`src/hw/exec_pkg.sv`:
```
// Types and constants of the string, branch and CPU control execution unit
// How it works
// - SFR bit clear: set it, branch PC+4+offset
// - Status-low bit set and branch alters flags
// - Short direct bit base: PC+4, long form PC+5
// - Short direct decrement base: PC+3, long PC+4
// - B/C decrement, branch PC+2 when nonzero
// - Memory byte decremented, written back, branch nonzero
// - Location op sets mapping base upper word
// - Bank select without alt clears alternate flag, loads bank
// - Alternate bank select sets flag, loads bank
// - Interrupt unmask sets global allow flag
// - Interrupt mask clears global allow flag
// - Table move: copy word up, step down
// - Fill stores accumulator, steps pointer, counts C
// - Accumulator swap with destination byte per pass
// - Block copy steps both pointers together
// - Block swap exchanges both bytes, steps both
// - Compare-equal stops at C zero or Z=0
// - Compare-unequal stops at C zero or Z=1
// - Compare-borrow stops at C zero or CY=0
// - Compare-no-borrow stops at C zero or CY=1
// - Block compares subtract source byte, same endings
package exec_pkg;
   typedef enum logic [4:0] {
      TEST_CLEAR_THEN_SET_BRANCH, DEC_BRANCH_B, DEC_BRANCH_C, DEC_BRANCH_MEM,
      LOCATION_OP, BANK_SELECT_OP, REGISTER_SET_TOGGLE_OP, NO_OP,
      INTERRUPT_UNMASK_OP, INTERRUPT_MASK_OP, STANDBY_WRITE_OP, WATCHDOG_WRITE_OP,
      TABLE_WORD_SHIFT_MOVE, STRING_FILL_OP, STRING_SWAP_ACCUMULATOR_OP,
      BLOCK_COPY_OP, BLOCK_SWAP_OP, STRING_COMPARE_OP, BLOCK_COMPARE_OP
   } op_t;
   typedef enum logic [1:0] {TGT_SFR, TGT_SADDR, TGT_STATUS_LOW, TGT_OTHER} tgt_t;
   typedef enum logic [1:0] {WHILE_EQUAL, WHILE_UNEQUAL, WHILE_BORROW, WHILE_NO_BORROW} cmp_t;
   typedef enum logic [2:0] {S_IDLE, S_RD_A, S_RD_B, S_WR_A, S_WR_B, S_STEP} st_t;

   typedef struct packed {
      op_t         op;
      tgt_t        tgt;
      logic        long_form;
      logic [2:0]  bit_sel;
      logic [7:0]  short_branch_offset;
      logic [23:0] addr;
      logic [7:0]  imm;
      logic [2:0]  bank;
      logic        alt;
      logic        down;
      cmp_t        cond;
      logic [19:0] pc;
   } exec_req_t;

   typedef struct packed {
      logic [7:0]  a;
      logic [7:0]  b;
      logic [7:0]  c;
      logic [23:0] destination_pointer;
      logic [23:0] source_pointer;
      logic [7:0]  status_word_low;
   } arch_state_t;

   typedef struct packed {
      logic        global_interrupt_allow_flag;
      logic        alternate_bank_flag;
      logic [2:0]  bank_number_field;
      logic [15:0] location;
      logic [7:0]  standby_control_reg;
      logic [7:0]  watchdog_mode_reg;
   } ctrl_state_t;

   typedef struct packed {
      logic s;
      logic z;
      logic ac;
      logic v;
      logic carry_flag;
   } sub_flags_t;

   localparam logic [2:0]  FLAG_CY = 3'h0;
   localparam logic [2:0]  FLAG_PV = 3'h1;
   localparam logic [2:0]  FLAG_AC = 3'h4;
   localparam logic [2:0]  FLAG_Z  = 3'h6;
   localparam logic [2:0]  FLAG_S  = 3'h7;
   localparam logic [19:0] PC_BASE_2 = 20'h00002;
   localparam logic [19:0] PC_BASE_3 = 20'h00003;
   localparam logic [19:0] PC_BASE_4 = 20'h00004;
   localparam logic [19:0] PC_BASE_5 = 20'h00005;
   localparam logic [23:0] PTR_STEP   = 24'h000001;
   localparam logic [7:0]  TABLE_STEP = 8'h02;
   localparam logic [7:0]  TABLE_HI   = 8'h01;
   localparam logic [7:0]  TABLE_DST  = 8'h02;
   localparam logic [7:0]  TABLE_DSTH = 8'h03;
   localparam logic [7:0]  ONE_BYTE   = 8'h01;
   localparam arch_state_t ARCH_RESET = '0;
   localparam ctrl_state_t CTRL_RESET = '0;
endpackage

```
`src/hw/byte_sub_flags.sv`:
```
// Byte subtractor that only produces the compare flags
module byte_sub_flags (
   // Operands
   input  wire logic [7:0]            minuend,
   input  wire logic [7:0]            subtrahend,
   // Result flags
   output exec_pkg::sub_flags_t       flags
);
   logic [8:0] diff;
   logic [4:0] low_diff;

   always_comb begin
      diff             = {1'b0, minuend} - {1'b0, subtrahend};
      low_diff         = {1'b0, minuend[3:0]} - {1'b0, subtrahend[3:0]};
      flags.s          = diff[7];
      flags.z          = (diff[7:0] == 8'h00);
      flags.ac         = low_diff[4];
      flags.v          = (minuend[7] ^ subtrahend[7]) & (minuend[7] ^ diff[7]);
      flags.carry_flag = diff[8];
   end
endmodule // byte_sub_flags

```
`src/hw/string_branch_control_exec.sv`:
```
// Execution unit for bit-set branch, decrement loop, CPU control and string ops
module string_branch_control_exec (
   // Clock and reset
   input  wire logic                   clk,
   input  wire logic                   srst,
   // Operation request
   input  wire logic                   req_valid,
   output logic                        req_ready,
   input  wire exec_pkg::exec_req_t    req,
   // Completion
   output logic                        done,
   output logic                        branch_taken,
   output logic [19:0]                 branch_target,
   // Architectural state load and view
   input  wire logic                   load_valid,
   input  wire exec_pkg::arch_state_t  load_state,
   output exec_pkg::arch_state_t       arch,
   output exec_pkg::ctrl_state_t       ctrl,
   // Byte memory port, same clock
   output logic                        mem_req,
   output logic                        mem_we,
   output logic [23:0]                 mem_addr,
   output logic [7:0]                  mem_wdata,
   input  wire logic [7:0]             mem_rdata,
   input  wire logic                   mem_ack
);
   exec_pkg::st_t        st;
   exec_pkg::st_t        next_st;
   exec_pkg::exec_req_t  cur;
   exec_pkg::exec_req_t  next_cur;
   exec_pkg::arch_state_t next_arch;
   exec_pkg::ctrl_state_t next_ctrl;
   exec_pkg::sub_flags_t fl;
   logic [7:0]           byte0;
   logic [7:0]           next_byte0;
   logic [7:0]           byte1;
   logic [7:0]           next_byte1;
   logic [7:0]           cnt;
   logic [7:0]           next_cnt;
   logic [7:0]           waddr;
   logic [7:0]           next_waddr;
   logic                 next_done;
   logic                 next_taken;
   logic [19:0]          next_target;
   logic                 accepted;
   logic                 bit_clear;
   logic [7:0]           new_c;
   logic [7:0]           table_hi;

   // Stage order is rd_a, rd_b, wr_a, wr_b; bit 0 is rd_a
   function automatic logic [3:0] needs(input exec_pkg::op_t op, input logic clr);
      case (op)
         exec_pkg::TEST_CLEAR_THEN_SET_BRANCH: needs = {1'b0, clr, 2'b01};
         exec_pkg::DEC_BRANCH_MEM:             needs = 4'h5;
         exec_pkg::TABLE_WORD_SHIFT_MOVE:      needs = 4'hF;
         exec_pkg::STRING_FILL_OP:             needs = 4'h4;
         exec_pkg::STRING_SWAP_ACCUMULATOR_OP: needs = 4'h5;
         exec_pkg::BLOCK_COPY_OP:              needs = 4'h6;
         exec_pkg::BLOCK_SWAP_OP:              needs = 4'hF;
         exec_pkg::STRING_COMPARE_OP:          needs = 4'h1;
         exec_pkg::BLOCK_COMPARE_OP:           needs = 4'h3;
         default:                              needs = 4'h0;
      endcase
   endfunction

   function automatic exec_pkg::st_t pick(input logic [3:0] need, input logic [2:0] from);
      pick = exec_pkg::S_STEP;
      for (int i = 3; i >= 0; i--) begin
         if (need[i] && 3'(i) >= from) begin
            pick = exec_pkg::st_t'(3'(i + 1));
         end
      end
   endfunction

   function automatic logic [19:0] target_of(input exec_pkg::exec_req_t r);
      logic [19:0] base;
      base = exec_pkg::PC_BASE_3;
      case (r.op)
         exec_pkg::TEST_CLEAR_THEN_SET_BRANCH: begin
            if (r.tgt == exec_pkg::TGT_SFR) begin
               base = exec_pkg::PC_BASE_4;
            end else if (r.tgt == exec_pkg::TGT_SADDR) begin
               base = r.long_form ? exec_pkg::PC_BASE_5 : exec_pkg::PC_BASE_4;
            end
         end
         exec_pkg::DEC_BRANCH_B, exec_pkg::DEC_BRANCH_C: base = exec_pkg::PC_BASE_2;
         exec_pkg::DEC_BRANCH_MEM: base = r.long_form ? exec_pkg::PC_BASE_4 : exec_pkg::PC_BASE_3;
         default: base = exec_pkg::PC_BASE_3;
      endcase
      target_of = r.pc + base + {{12{r.short_branch_offset[7]}}, r.short_branch_offset};
   endfunction

   function automatic logic stop_on(input exec_pkg::cmp_t c, input logic z, input logic cy);
      case (c)
         exec_pkg::WHILE_EQUAL:   stop_on = !z;
         exec_pkg::WHILE_UNEQUAL: stop_on = z;
         exec_pkg::WHILE_BORROW:  stop_on = !cy;
         default:                 stop_on = cy;
      endcase
   endfunction

   // Block compares take the source byte, string compares the accumulator
   byte_sub_flags u_sub (
      .minuend    (byte0),
      .subtrahend ((cur.op == exec_pkg::BLOCK_COMPARE_OP) ? byte1 : arch.a),
      .flags      (fl)
   );

   assign accepted  = req_valid && (st == exec_pkg::S_IDLE);
   assign req_ready = (st == exec_pkg::S_IDLE);
   assign bit_clear = !((st == exec_pkg::S_RD_A) ? mem_rdata[cur.bit_sel] : byte0[cur.bit_sel]);
   assign new_c     = arch.c - exec_pkg::ONE_BYTE;
   assign table_hi  = cnt - exec_pkg::ONE_BYTE;

   // Memory port is decoded from registered state only
   always_comb begin
      mem_req   = (st == exec_pkg::S_RD_A) || (st == exec_pkg::S_RD_B) ||
                  (st == exec_pkg::S_WR_A) || (st == exec_pkg::S_WR_B);
      mem_we    = (st == exec_pkg::S_WR_A) || (st == exec_pkg::S_WR_B);
      mem_addr  = arch.destination_pointer;
      mem_wdata = byte0;
      if (cur.op == exec_pkg::TABLE_WORD_SHIFT_MOVE) begin
         if (st == exec_pkg::S_RD_A) begin
            mem_addr = {cur.addr[23:8], waddr};
         end else if (st == exec_pkg::S_RD_B) begin
            mem_addr = {cur.addr[23:8], waddr + exec_pkg::TABLE_HI};
         end else if (st == exec_pkg::S_WR_A) begin
            mem_addr = {cur.addr[23:8], waddr + exec_pkg::TABLE_DST};
         end else begin
            mem_addr  = {cur.addr[23:8], waddr + exec_pkg::TABLE_DSTH};
            mem_wdata = byte1;
         end
      end else if (cur.op == exec_pkg::TEST_CLEAR_THEN_SET_BRANCH) begin
         mem_addr  = cur.addr;
         mem_wdata = byte0 | (8'h01 << cur.bit_sel);
      end else if (cur.op == exec_pkg::DEC_BRANCH_MEM) begin
         mem_addr  = cur.addr;
         mem_wdata = byte0 - exec_pkg::ONE_BYTE;
      end else if (st == exec_pkg::S_RD_B || st == exec_pkg::S_WR_B) begin
         mem_addr = arch.source_pointer;
         mem_wdata = byte0;
      end else if (cur.op == exec_pkg::STRING_FILL_OP || cur.op == exec_pkg::STRING_SWAP_ACCUMULATOR_OP) begin
         mem_wdata = arch.a;
      end else begin
         mem_wdata = byte1;
      end
   end

   always_comb begin
      next_st     = st;
      next_cur    = cur;
      next_arch   = arch;
      next_ctrl   = ctrl;
      next_byte0  = byte0;
      next_byte1  = byte1;
      next_cnt    = cnt;
      next_waddr  = waddr;
      next_done   = 1'b0;
      next_taken  = branch_taken;
      next_target = branch_target;
      case (st)
         exec_pkg::S_IDLE: begin
            if (load_valid) begin
               next_arch = load_state;
            end
            if (req_valid) begin
               next_cur    = req;
               next_cnt    = req.imm;
               next_waddr  = req.addr[7:0];
               next_target = target_of(req);
               next_taken  = 1'b0;
               next_done   = 1'b1;
               case (req.op)
                  exec_pkg::TEST_CLEAR_THEN_SET_BRANCH: begin
                     if (req.tgt == exec_pkg::TGT_STATUS_LOW) begin
                        // Target is the flag byte itself, so flags move too
                        next_taken = !arch.status_word_low[req.bit_sel];
                        next_arch.status_word_low[req.bit_sel] = 1'b1;
                     end else begin
                        next_done = 1'b0;
                        next_st   = exec_pkg::S_RD_A;
                     end
                  end
                  exec_pkg::DEC_BRANCH_B: begin
                     next_arch.b = arch.b - exec_pkg::ONE_BYTE;
                     next_taken  = (arch.b != exec_pkg::ONE_BYTE);
                  end
                  exec_pkg::DEC_BRANCH_C: begin
                     next_arch.c = new_c;
                     next_taken  = (new_c != 8'h00);
                  end
                  exec_pkg::LOCATION_OP: next_ctrl.location = req.addr[15:0];
                  exec_pkg::BANK_SELECT_OP: begin
                     next_ctrl.alternate_bank_flag = req.alt;
                     next_ctrl.bank_number_field   = req.bank;
                  end
                  exec_pkg::REGISTER_SET_TOGGLE_OP: begin
                     next_ctrl.alternate_bank_flag = !ctrl.alternate_bank_flag;
                  end
                  exec_pkg::INTERRUPT_UNMASK_OP: next_ctrl.global_interrupt_allow_flag = 1'b1;
                  exec_pkg::INTERRUPT_MASK_OP:   next_ctrl.global_interrupt_allow_flag = 1'b0;
                  exec_pkg::STANDBY_WRITE_OP:    next_ctrl.standby_control_reg = req.imm;
                  exec_pkg::WATCHDOG_WRITE_OP:   next_ctrl.watchdog_mode_reg = req.imm;
                  exec_pkg::NO_OP:               next_done = 1'b1;
                  default: begin
                     next_done = 1'b0;
                     next_st   = pick(needs(req.op, 1'b1), 3'h0);
                  end
               endcase
            end
         end
         exec_pkg::S_RD_A, exec_pkg::S_RD_B, exec_pkg::S_WR_A, exec_pkg::S_WR_B: begin
            if (mem_ack) begin
               if (st == exec_pkg::S_RD_A) begin
                  next_byte0 = mem_rdata;
               end else if (st == exec_pkg::S_RD_B) begin
                  next_byte1 = mem_rdata;
               end
               next_st = pick(needs(cur.op, bit_clear), st);
            end
         end
         default: begin
            // Step stage: move pointers, count down, decide whether to go round
            next_st = exec_pkg::S_IDLE;
            case (cur.op)
               exec_pkg::TEST_CLEAR_THEN_SET_BRANCH: begin
                  next_taken = !byte0[cur.bit_sel];
                  next_done  = 1'b1;
               end
               exec_pkg::DEC_BRANCH_MEM: begin
                  next_taken = (byte0 != exec_pkg::ONE_BYTE);
                  next_done  = 1'b1;
               end
               exec_pkg::TABLE_WORD_SHIFT_MOVE: begin
                  next_waddr = waddr - exec_pkg::TABLE_STEP;
                  next_cnt   = table_hi;
                  if (table_hi == 8'h00) begin
                     next_done = 1'b1;
                  end else begin
                     next_st = pick(needs(cur.op, 1'b1), 3'h0);
                  end
               end
               default: begin
                  next_arch.c = new_c;
                  next_arch.destination_pointer = cur.down ? arch.destination_pointer - exec_pkg::PTR_STEP
                                                           : arch.destination_pointer + exec_pkg::PTR_STEP;
                  if (cur.op == exec_pkg::BLOCK_COPY_OP || cur.op == exec_pkg::BLOCK_SWAP_OP ||
                      cur.op == exec_pkg::BLOCK_COMPARE_OP) begin
                     // Both pointers step in the same direction
                     next_arch.source_pointer = cur.down ? arch.source_pointer - exec_pkg::PTR_STEP
                                                         : arch.source_pointer + exec_pkg::PTR_STEP;
                  end
                  if (cur.op == exec_pkg::STRING_SWAP_ACCUMULATOR_OP) begin
                     next_arch.a = byte0;
                  end
                  if (cur.op == exec_pkg::STRING_COMPARE_OP || cur.op == exec_pkg::BLOCK_COMPARE_OP) begin
                     // Flags only; the difference is never stored
                     next_arch.status_word_low[exec_pkg::FLAG_S]  = fl.s;
                     next_arch.status_word_low[exec_pkg::FLAG_Z]  = fl.z;
                     next_arch.status_word_low[exec_pkg::FLAG_AC] = fl.ac;
                     next_arch.status_word_low[exec_pkg::FLAG_PV] = fl.v;
                     next_arch.status_word_low[exec_pkg::FLAG_CY] = fl.carry_flag;
                  end
                  if (new_c == 8'h00 || ((cur.op == exec_pkg::STRING_COMPARE_OP ||
                      cur.op == exec_pkg::BLOCK_COMPARE_OP) && stop_on(cur.cond, fl.z, fl.carry_flag))) begin
                     next_done = 1'b1;
                  end else begin
                     next_st = pick(needs(cur.op, 1'b1), 3'h0);
                  end
               end
            endcase
         end
      endcase
   end

   always_ff @(posedge clk) begin
      if (srst) begin
         st            <= exec_pkg::S_IDLE;
         cur           <= '0;
         arch          <= exec_pkg::ARCH_RESET;
         ctrl          <= exec_pkg::CTRL_RESET;
         byte0         <= 8'h00;
         byte1         <= 8'h00;
         cnt           <= 8'h00;
         waddr         <= 8'h00;
         done          <= 1'b0;
         branch_taken  <= 1'b0;
         branch_target <= 20'h00000;
      end else begin
         st            <= next_st;
         cur           <= next_cur;
         arch          <= next_arch;
         ctrl          <= next_ctrl;
         byte0         <= next_byte0;
         byte1         <= next_byte1;
         cnt           <= next_cnt;
         waddr         <= next_waddr;
         done          <= next_done;
         branch_taken  <= next_taken;
         branch_target <= next_target;
      end
   end
endmodule // string_branch_control_exec

```
`config.mk`:
```
export PLATFORM = sky130hd
export DESIGN_NAME = string_branch_control_exec
export DESIGN_NICKNAME = d
export VERILOG_FILES = /design/src/hw/exec_pkg.sv /design/src/hw/byte_sub_flags.sv /design/src/hw/string_branch_control_exec.sv
export SDC_FILE = /design/constraint.sdc
export NUM_CORES = 1
export LEC_CHECK = 0
export ABC_AREA = 1
export BUFFER_PORTS_ARGS = -buffer_cell sky130_fd_sc_hd__buf_2
export CAP_MARGIN = 10
export CORE_MARGIN = 2
export CORE_UTILIZATION = 48
export CTS_CLUSTER_DIAMETER = 40
export DETAILED_ROUTE_END_ITERATION = 8
export PLACE_DENSITY = 0.84
export REMOVE_ABC_BUFFERS = 1
export SLEW_MARGIN = 0
export SYNTH_ARGS = -nofsm -noshare
export SYNTH_HDL_FRONTEND = slang
export SYNTH_SLANG_ARGS = --single-unit
```
`constraint.sdc`:
```
create_clock -name clk -period 3.9 [get_ports clk]
set_input_delay 0 -clock clk [delete_from_list [all_inputs] [get_ports clk]]
set_output_delay 0 -clock clk [all_outputs]
set_load 0.01 [all_outputs]
```
==> flow_summary_export.csv, run 1 <==
group,metric,value,unit
yosys,syn_avg_cell_area,6.569,um^2
clock_network,cts_tree,"built",
timing,fin_crit,3.617,ns
yosys,synth.yosys.warnings,0,
critical_path,r2r_start,"cur[74]",
route,dr.pass1.iters,7,
timing,worstMarginPinSlew,1.148,ns
yosys,ys_types,55,
route,viasPerCell,5.832,
final_layout,fillCellCount,2732,
critical_path,required,4.31,ns
timing,post-route-period-util,92.75,%
grt,antenna_found_initial,3,
grt,grt.busiest_layer,"met2",
timing,fin_skew,0.02906,ns
clock_network,htreeDepth,2,
power_and_ir_drop,peakVddDrop,0.4967,mV
placed_design,gp_congestion,0.9995,
route,num_vias,18890,
floorplanning,start_util,48.82,%
route,ant_nets,0,
clock_network,clk_latency,0.54,ns
clock_network,numCtsBuffers,43,
yosys,synth-edff-count,0,
grt,grt_use_met2,56.65,%
critical_path,r2r_slack,0.49,ns
route,drc_errors,0,
route,drt-total-wl,59.33,mm
grt,grt_pass1_vias,18100,
min_path,hold_path_class,"primary input to register",
run_status,status,"completed",
placed_design,place_ws,0.2214,ns
yosys,yosysTopAreaCellShare,27.61,%
route,drt_iter0_markers,1683,
clock_network,cts_buffer_depth,3,
critical_path,start_kind,"primary input",
yosys,yosys-top-cells-area,"dfxtp_1 28%, a21oi_1 10%, nand2_1 10%",
yosys,ys_ff_latch,213,
power_and_ir_drop,p_per_area,739.2,nW/um^2
timing,hold_viol,0,
critical_path,crit_path_end,"branch_target[17]",
floorplanning,die_h,183.4,um
timing,fmax,276.4,MHz
yosys,async_reset_ff_share,0,%
yosys,synth_cells,2351,
job,maxCapViolCount,0,
placed_design,placed_cell_area,17400,um^2
critical_path,cp-end-kind,"register",
yosys,synth_ff_type,"dfxtp_1",
timing,setup_ws,0.2826,ns
yosys,synth-seq-area-share,27.61,%
critical_path,cp_max_fo,6,
grt,grt_max_degree,80,
placed_design,dp_hpwl,40.85,mm
clock_network,cts-root-buf,"clkbuf_16",
timing,final_max_slew_viol_count,0,
grt,grt-ovfl-total,0,
floorplanning,die_area,33630,um^2
yosys,synth_top_cells_by_count,"423 x nand2_1, 322 x a21oi_1, 276 x inv_1, 274 x o21ai_0, 213 x dfxtp_1",
yosys,synth.cell_area,15440,um^2
grt,grt_first_pass_wirelength,92.02,mm
power_and_ir_drop,p_leak,9.739,nW
grt,use_met1,40.58,%
floorplanning,core-area,31640,um^2
yosys,yosysMostFrequentCell,"nand2_1",
floorplanning,ios,345,
final_layout,final_area,20330,um^2
critical_path,crit_start,"req[73]",
grt,grt_usage,33.83,%
timing,slew_headroom,23.19,%
timing,setup_viol_count_final,0,
final_layout,nets,3086,
yosys,yosysTopAreaCell,"dfxtp_1",
grt,use_met3,6.672,%
final_layout,syn_to_final_growth,31.65,%
placed_design,portBuffers,344,
power_and_ir_drop,fin_total_pwr,0.01503,W
clock_network,cts.sink_count,213,
clock_network,path_clk_slew,0.05,ns
floorplanning,die_x,183.4,um
route,wl_per_cell,18.32,um
timing,rsz0062_at_grt,"false",
critical_path,r2r_cells,23,
final_layout,layout-drive-gt1-share,17.28,%
clock_network,postCtsSetupBuffers,0,
critical_path,reg2reg_to,"st[2]",
critical_path,critPathArrivalTime,4.03,ns
critical_path,critPathKind,"primary input to register",
floorplanning,rows,65,
-- metal layers --
| layer | vias up | routed length, um |
|---|---|---|
| li1 | 8967 | - |
| met1 | 8619 | 23300 |
| met2 | 1083 | 27660 |
| met3 | 222 | 5212 |
| met4 | 0 | 3160 |
| met5 | - | 0 |
-- report_power, final --
group	total [W]	internal, W	switching, W
logic	0.00797	0.00269	0.00528
registers	0.00323	0.00270	0.000532
clock network	0.00383	0.00247	0.00135
total	0.0150	0.00787	0.00717
-- cell families (layout without fill, tap and decap cells) --
logic type,Yosys count,count (layout),share of synthesized area [%]
other,0,2,0
AND/OR/NAND/NOR,823,823,22.59
multiplexers,2,2,0.1296
AO/OA/AOI/OAI,778,778,28.36
adder cells (fa/ha/maj),113,113,9.494
XOR/XNOR,40,40,2.268
buffers and inverters,382,866,9.543
flip-flops,213,213,27.61
-- state kept, by name, indices dropped and copies added, names as in the netlist, named ones only --
signal         count
byte0              8
waddr              8
arch              80
cnt                8
done               1
ctrl              37
branch_target     20
branch_taken       1
byte1              8
cur               35
st                 3
-- cells in the final DEF, fill, tap and decap left out, types with 25 or more instances in the layout --
master / count
a31oi_1: 28
nor2_1: 190
nand2_1: 423
clkbuf_16: 45
inv_1: 275
a21oi_1: 322
o21ai_0: 272
nand4_1: 27
a211oi_1: 25
nand3_1: 99
ha_1: 105
buf_2: 344
dfxtp_1: 213
dlygate4sd3_1: 142
xor2_1: 26
nor3_1: 41
-- area by class of cell --
cell class / instances / area (um^2) / area share (%)
Sequential cell: 213 / 4264 / 20.97
Antenna cell: 2 / 5.005 / 0.02461
Clock inverter: 30 / 350.3 / 1.723
Tap cell: 402 / 503.0 / 2.474
Clock buffer: 48 / 1137 / 5.593
Multi-Input combinational cell: 1756 / 9732 / 47.86
Inverter: 286 / 1079 / 5.304
Timing Repair Buffer: 502 / 3263 / 16.05
-- through the flow --
| step | util (%) | setup TNS [ns] | hold slack, ns | cells |
|---|---|---|---|---|
| final | 64.27 | 0 | 0.02565 | 3239 |
| after detailed placement | 55.01 | 0 | 0.2292 | 3017 |
| after global placement | 55.01 | 0 | 0.2282 | 3017 |
| after CTS | 64.21 | 0 | 0.004387 | 3237 |
| after global routing | 64.26 | 0 | 0.04738 | 3238 |
| after floorplan | - | -33.61 | 0.06907 | 2255 |
-- timing repair --
action,CTS,global route
resized for setup,0,6
hold buffers,142,0
setup endpoints to repair,0,2
endpoints found under the hold margin,184,0
-- worst min-delay path by stage --
stage / cells past startpoint / from / to
after floorplan: 1 / srst / arch[0]
after global routing: 5 / load_state[63] / arch[63]
after detailed placement: 3 / req[24] / ctrl[32]
after CTS: 5 / load_state[71] / arch[71]
final: 5 / load_state[71] / arch[71]
after global placement: 3 / req[25] / ctrl[33]
-- worst max-delay path: stages --
cell and delay (ns):
dlygate4sd3_1 0.55, buf_2 0.17, inv_1 0.11, ha_1 0.15, nand2_1 0.08, inv_1 0.10, nand2_1 0.15, nand2_1 0.15
nor2_1 0.07, o21ai_1 0.16, o2111ai_2 0.15, fa_1 0.46, ha_2 0.24, fa_2 0.38, nand3_1 0.08, nand3_1 0.10
inv_1 0.09, nor2_1 0.06, nor2_1 0.22, o21ai_2 0.11, nand4_1 0.11, nand2_1 0.06, nand2_1 0.06, nand3_1 0.06
o211ai_1 0.11, inv_1 0.07
Power figures use the tool's default switching activity.
==> inputs of run 2 (changes only) <==
--- a/config.mk
+++ b/config.mk
@@ -5,7 +5,6 @@
 export SDC_FILE = /design/constraint.sdc
 export NUM_CORES = 1
 export LEC_CHECK = 0
-export ABC_AREA = 1
 export BUFFER_PORTS_ARGS = -buffer_cell sky130_fd_sc_hd__buf_2
 export CAP_MARGIN = 10
 export CORE_MARGIN = 2
==> flow_summary_export.csv, run 2 <==
group,metric,value,unit
final_layout,syn_to_final_growth,35.85,%
final_layout,largest_reg_flops,80,
min_path,hold_path_class,"primary input to register",
floorplanning,die_x,179.3,um
route,dr.pass1.iters,5,
critical_path,cpMostUsedCell,"nor2_2",
final_layout,reg.largest.list,"arch: 80 flops, ctrl: 37 flops, cur: 35 flops",
grt,grt_first_pass_wirelength,88.03,mm
final_layout,final_cell_mix,"343 x buf_2, 330 x nand2_1, 217 x a21oi_1, 212 x dfxtp_1, 191 x nor2_1",
floorplanning,core-area,30430,um^2
floorplanning,rows,64,
placed_design,place_ws,-0.4776,ns
yosys,synth_ff_type,"dfxtp_1",
route,ant_nets,0,
grt,grt_usage,34.29,%
yosys,async_reset_ff_share,0,%
run_status,status,"completed",
critical_path,cp-end-kind,"register",
yosys,ys_types,74,
route,drt_iter0_markers,1456,
route,drc_errors,0,
clock_network,cts_buffer_depth,3,
yosys,synth.cell_area,14750,um^2
placed_design,portBuffers,344,
yosys,ys_ff_latch,213,
timing,setup_ws,0.09361,ns
yosys,synth.yosys.warnings,0,
final_layout,regMostFlops,"arch",
clock_network,cts_tree,"built",
critical_path,start_kind,"register",
yosys,yosysMostFrequentCell,"nand2_1",
route,wl_per_cell,19.89,um
grt,grt_pass1_vias,17040,
route,num_vias,17520,
placed_design,placed_cell_area,17040,um^2
clock_network,clk_latency,0.53,ns
final_layout,nets,2752,
final_layout,fin_util,65.87,%
yosys,synth_top_cells_by_count,"331 x nand2_1, 218 x a21oi_1, 213 x dfxtp_1, 197 x nor2_1, 131 x o21ai_0",
power_and_ir_drop,peakVddDrop,0.4672,mV
clock_network,htreeDepth,2,
timing,fmax,262.7,MHz
grt,grt-ovfl-total,0,
yosys,synth_cells,1992,
floorplanning,ios,345,
route,viasPerCell,6.045,
timing,hold_viol,0,
timing,worstMarginPinSlew,0.9441,ns
yosys,synth-seq-area-share,28.90,%
critical_path,crit_slowest_cell,"or4b_1",
final_layout,layout_commonest_cell,"buf_2",
critical_path,required,4.34,ns
grt,antenna_found_initial,1,
timing,fin_crit,3.806,ns
clock_network,numCtsBuffers,41,
placed_design,dp_hpwl,39.35,mm
clock_network,cts.sink_count,213,
critical_path,path_buf_inv,1,
power_and_ir_drop,p_leak,8.900,nW
timing,fin_skew,0.01600,ns
floorplanning,die_area,32160,um^2
critical_path,cp_top_family,"compound AO/OA/AOI/OAI gates",
yosys,yosysTopAreaCell,"dfxtp_1",
critical_path,critPathKind,"register to register",
critical_path,critPathArrivalTime,4.25,ns
yosys,synth-edff-count,0,
yosys,yosysTopAreaCellShare,28.90,%
clock_network,cts-root-buf,"clkbuf_16",
timing,setup_viol_count_final,0,
critical_path,cpPeakStageDelay,0.47,ns
power_and_ir_drop,fin_total_pwr,0.01501,W
timing,timing.hold.ws,0.04681,ns
final_layout,final_area,20040,um^2
critical_path,cp_max_fo,5,
timing,rsz0062_at_grt,"true",
placed_design,gp_congestion,0.9948,
floorplanning,die_h,179.3,um
timing,slew_headroom,36.58,%
grt,grt_max_degree,107,
clock_network,path_clk_slew,0.06,ns
yosys,yosys-top-cells-area,"dfxtp_1 29%, ha_1 9.0%, nand2_1 8.4%",
timing,final_max_slew_viol_count,0,
timing,post-route-period-util,97.60,%
floorplanning,start_util,48.49,%
final_layout,layout-drive-gt1-share,21.20,%
job,maxCapViolCount,0,
critical_path,critical_path.cell_chain,"nor2_2 > nand3_4 > mux2_2 > ha_2 > inv_1 > fa_2 > a211oi_4 > nor2_2 > xnor2_1 > o2111a_1 > nand4b_1 > o21ai_2 > mux2i_2 > o31ai_2 > or4b_1 > a211oi_1",
power_and_ir_drop,p_per_area,749.1,nW/um^2
yosys,syn_avg_cell_area,7.407,um^2
route,drt-total-wl,57.63,mm
## run 2: stage by stage
| step | std cells | TNS [ns] |
|---|---|---|
| final | 2898 | 0 |
| after global routing | 2897 | -0.08257 |
| after CTS | 2893 | 0 |
| after detailed placement | 2676 | -1.430 |
| after global placement | 2676 | -1.054 |
| after floorplan | 1871 | -79.53 |
## run 2: repair_timing
action,CTS,global route
buffers inserted,0,3
setup endpoints to repair,1,4
hold buffers,142,0
resized for setup,2,17
endpoints found under the hold margin,184,0
pin swaps,0,7
## run 2: path summary, 6_finish.rpt
check | start | end | slack (ns) | cells past startpoint
setup / recovery | cur[76] | st[1] | 0.09 | 16
setup reg to reg | cur[76] | st[1] | 0.09 | 16
hold reg to reg | ctrl[32] | ctrl[32] | 0.45 | 2
hold / removal | req[77] | cur[77] | 0.05 | 4
## run 2: worst reg2reg max path, cell delays in order, from the launching register on
cell and delay, ns:
dfxtp_1 0.35, nor2_2 0.16, nand3_4 0.12, mux2_2 0.24, ha_2 0.17, inv_1 0.06, fa_2 0.37, a211oi_4 0.31
nor2_2 0.10, xnor2_1 0.16, o2111a_1 0.19, nand4b_1 0.17, o21ai_2 0.24, mux2i_2 0.11, o31ai_2 0.28, or4b_1 0.47
a211oi_1 0.23
## run 2: power breakdown
group	internal (W)	switching [W]
clock	0.00248	0.00130
sequential	0.00275	0.000769
combinational	0.00296	0.00476
total	0.00819	0.00682
## run 2: cell type report
class | instances | area (um^2)
Antenna cell | 2 | 5.005
Clock inverter | 27 | 349.1
Sequential cell | 213 | 4265
Inverter | 49 | 183.9
Fill cell | 2492 | 10390
Multi-Input combinational cell | 1609 | 9948
Clock buffer | 48 | 1124
Timing Repair Buffer | 554 | 3672
Tap cell | 396 | 495.5
## run 2: cell families (layout without fill, tap and decap cells)
kind of cell	after synthesis	count (layout)	synth area share, %
and+or+nand+nor	759	759	22.56
xor gates and xnor gates	74	74	4.393
muxes	63	63	4.656
DFF	213	213	28.90
buffers and inverters	170	678	4.333
adders and majority gates	113	113	9.939
AOI/OAI and AO/OA	600	600	25.22
other	0	2	0
## run 2: metal layers
| metal | vias to the layer above | global-route usage, % | wire (um) |
|---|---|---|---|
| li1 | 8136 | - | - |
| met1 | 8129 | 39.46 | 21280 |
| met2 | 1020 | 58.32 | 27310 |
| met3 | 232 | 8.524 | 5887 |
| met4 | 0 | 18.78 | 3156 |
| met5 | - | 0 | 0 |
==> inputs of run 3 (changes only) <==
--- a/config.mk
+++ b/config.mk
@@ -11,7 +11,7 @@
 export CORE_UTILIZATION = 48
 export CTS_CLUSTER_DIAMETER = 40
 export DETAILED_ROUTE_END_ITERATION = 8
-export PLACE_DENSITY = 0.84
+export PLACE_DENSITY_LB_ADDON = 0.25
 export REMOVE_ABC_BUFFERS = 1
 export SLEW_MARGIN = 0
 export SYNTH_ARGS = -nofsm -noshare
==> flow_summary_export.csv, run 3 (synthesis gave the netlist of run 2 again) <==
group,metric,value,unit
power_and_ir_drop,p_int,0.008117,W
final_layout,syn_to_final_growth,35.45,%
route,viasPerCell,5.886,
power_and_ir_drop,p_leak,8.863,nW
clock_network,cts-root-buf,"clkbuf_16",
critical_path,cp-end-kind,"register",
floorplanning,die_area,32160,um^2
grt,grt_max_degree,107,
power_and_ir_drop,p_per_area,739.4,nW/um^2
grt,antenna_found_initial,3,
run_status,status,"completed",
clock_network,clk_latency,0.54,ns
grt,grt_pass1_vias,16410,
final_layout,nets,2746,
floorplanning,die_h,179.3,um
route,dr.pass1.iters,7,
min_path,hold_path_class,"primary input to register",
final_layout,fin_util,65.67,%
placed_design,place_ws,-0.3955,ns
critical_path,cp_max_fo,5,
timing,fin_setup_tns,0,ns
min_path,min_path_cells,5,
clock_network,htreeDepth,2,
route,drc_errors,0,
floorplanning,start_util,48.49,%
final_layout,final_cell_mix,"343 x buf_2, 330 x nand2_1, 218 x a21oi_1, 210 x dfxtp_1, 191 x nor2_1",
clock_network,cts_tree,"built",
final_layout,layout-drive-gt1-share,20.97,%
timing,post-route-period-util,94.74,%
timing,fin_crit,3.695,ns
clock_network,postCtsSetupBuffers,0,
clock_network,cts_buffer_depth,3,
final_layout,reg.largest.list,"arch: 80 flops, ctrl: 37 flops, cur: 35 flops",
route,drt_iter0_markers,1323,
grt,grt-ovfl-total,0,
clock_network,cts.sink_count,213,
placed_design,portBuffers,344,
final_layout,largest_reg_flops,80,
power_and_ir_drop,power.switching,0.006659,W
grt,grt_first_pass_wirelength,84.10,mm
placed_design,gp_congestion,0.9303,
floorplanning,core-area,30430,um^2
final_layout,final_area,19980,um^2
power_and_ir_drop,share_comb_of_total_power,50.9,%
grt,grt_usage,32.73,%
final_layout,regMostFlops,"arch",
power_and_ir_drop,power_frac_seq,23.8,%
critical_path,critPathKind,"register to register",
timing,fmax,270.6,MHz
timing,final_max_slew_viol_count,0,
final_layout,layout_commonest_cell,"buf_2",
power_and_ir_drop,peakVddDrop,0.3990,mV
clock_network,numCtsBuffers,41,
job,maxCapViolCount,0,
min_path,hold_path_startpoint,"req[60]",
critical_path,r2r_slack,0.21,ns
floorplanning,rows,64,
critical_path,r2r_start,"cur[75]",
floorplanning,die_x,179.3,um
timing,setup_ws,0.2052,ns
floorplanning,ios,345,
route,drt-total-wl,54.72,mm
min_path,hold_path_end,"branch_target[1]",
critical_path,required,4.36,ns
critical_path,r2r_cells,16,
route,num_vias,17020,
placed_design,dp_hpwl,37.87,mm
route,wl_per_cell,18.92,um
clock_network,path_clk_slew,0.06,ns
route,ant_nets,0,
critical_path,critPathArrivalTime,4.16,ns
power_and_ir_drop,pwr-share-clk,25.3,%
timing,worstMarginPinSlew,0.9366,ns
timing,fin_skew,0.02329,ns
timing,setup_viol_count_final,0,
power_and_ir_drop,p_sw_share,45.07,%
timing,slew_headroom,37.33,%
timing,hold_viol,0,
critical_path,start_kind,"register",
critical_path,reg2reg_to,"st[1]",
placed_design,placed_cell_area,17030,um^2
run 3: cell count changes in the layout (fill, tap and decap cells not counted), sizes merged:
cell,delta
clkinvlp,-1
inv,+1
clkbuf,+2
buf,-5
dlygate4sd3,-1
bufinv,-1
clkinv,-1
run 3: power by group through the flow:
stage	sequential (W)	clock [W]	combinational, W
2_1_floorplan	0.00349	0	0.00457
3_3_place_gp	0.00349	0	0.00699
3_5_place_dp	0.00352	0	0.00715
4_1_cts	0.00348	0.00377	0.00734
5_1_grt	0.00358	0.00387	0.00827
6_report	0.00352	0.00374	0.00752
run 3: worst max-delay path, cell delays in order (launching register included):
cell and delay, ns:
dfxtp_1 0.36, nor2_4 0.13, nand3_4 0.10, mux2_4 0.21
ha_2 0.17, inv_1 0.06, fa_2 0.39, a211oi_4 0.28
nor2_2 0.09, xnor2_1 0.16, o2111a_1 0.20, nand4b_1 0.15
o21ai_2 0.23, mux2i_2 0.12, o31ai_2 0.27, or4b_4 0.50
a211oi_2 0.22
run 3: layout make-up:
| type | instances | area (um^2) |
|---|---|---|
| fill | 2610 | 10450 |
| multi-input combinational | 1609 | 9956 |
| sequential | 213 | 4268 |
| timing repair buffer | 548 | 3625 |
| clock buffer | 50 | 1142 |
| tap | 396 | 495.5 |
| clock inverter | 25 | 309.0 |
| inverter | 49 | 183.9 |
| antenna | 2 | 5.005 |
run 3: repair_timing:
| item | in CTS | in global routing |
|---|---|---|
| hold endpoints to repair | 185 | 0 |
| hold buffers | 141 | 0 |
| resized for setup | 1 | 21 |
| pin swaps | 0 | 11 |
| setup endpoints to repair | 1 | 3 |
run 3: how the worst max path moves through the flow:
stage	from	end	slack (ns)	cells after the start
final	cur[75]	st[1]	0.21	16
after global routing	cur[75]	st[1]	-0.004	15
after CTS	cur[74]	st[1]	0.03	16
after detailed placement	req[75]	branch_target[19]	-0.40	19
after global placement	req[75]	branch_target[19]	-0.26	19
after floorplan	st[0]	ctrl[0]	-1.34	7
run 3: per-layer routing:
metal | up-vias | GRT usage (%) | part of all wire, %
met5 | - | 0 | 0.027
met4 | 2 | 15.73 | 4.4
met3 | 162 | 6.531 | 8.0
met2 | 814 | 56.00 | 48
met1 | 7914 | 39.22 | 40
li1 | 8130 | - | -
run 3: through the flow:
step           instances  hold WS (ns)  power (W)
2_1_floorplan       1871       0.06907   0.008057
3_3_place_gp        2674        0.2423    0.01048
3_5_place_dp        2674        0.2423    0.01067
4_1_cts             2890      0.004001    0.01459
5_1_grt             2892       0.08304    0.01572
6_report            2892       0.07067    0.01478
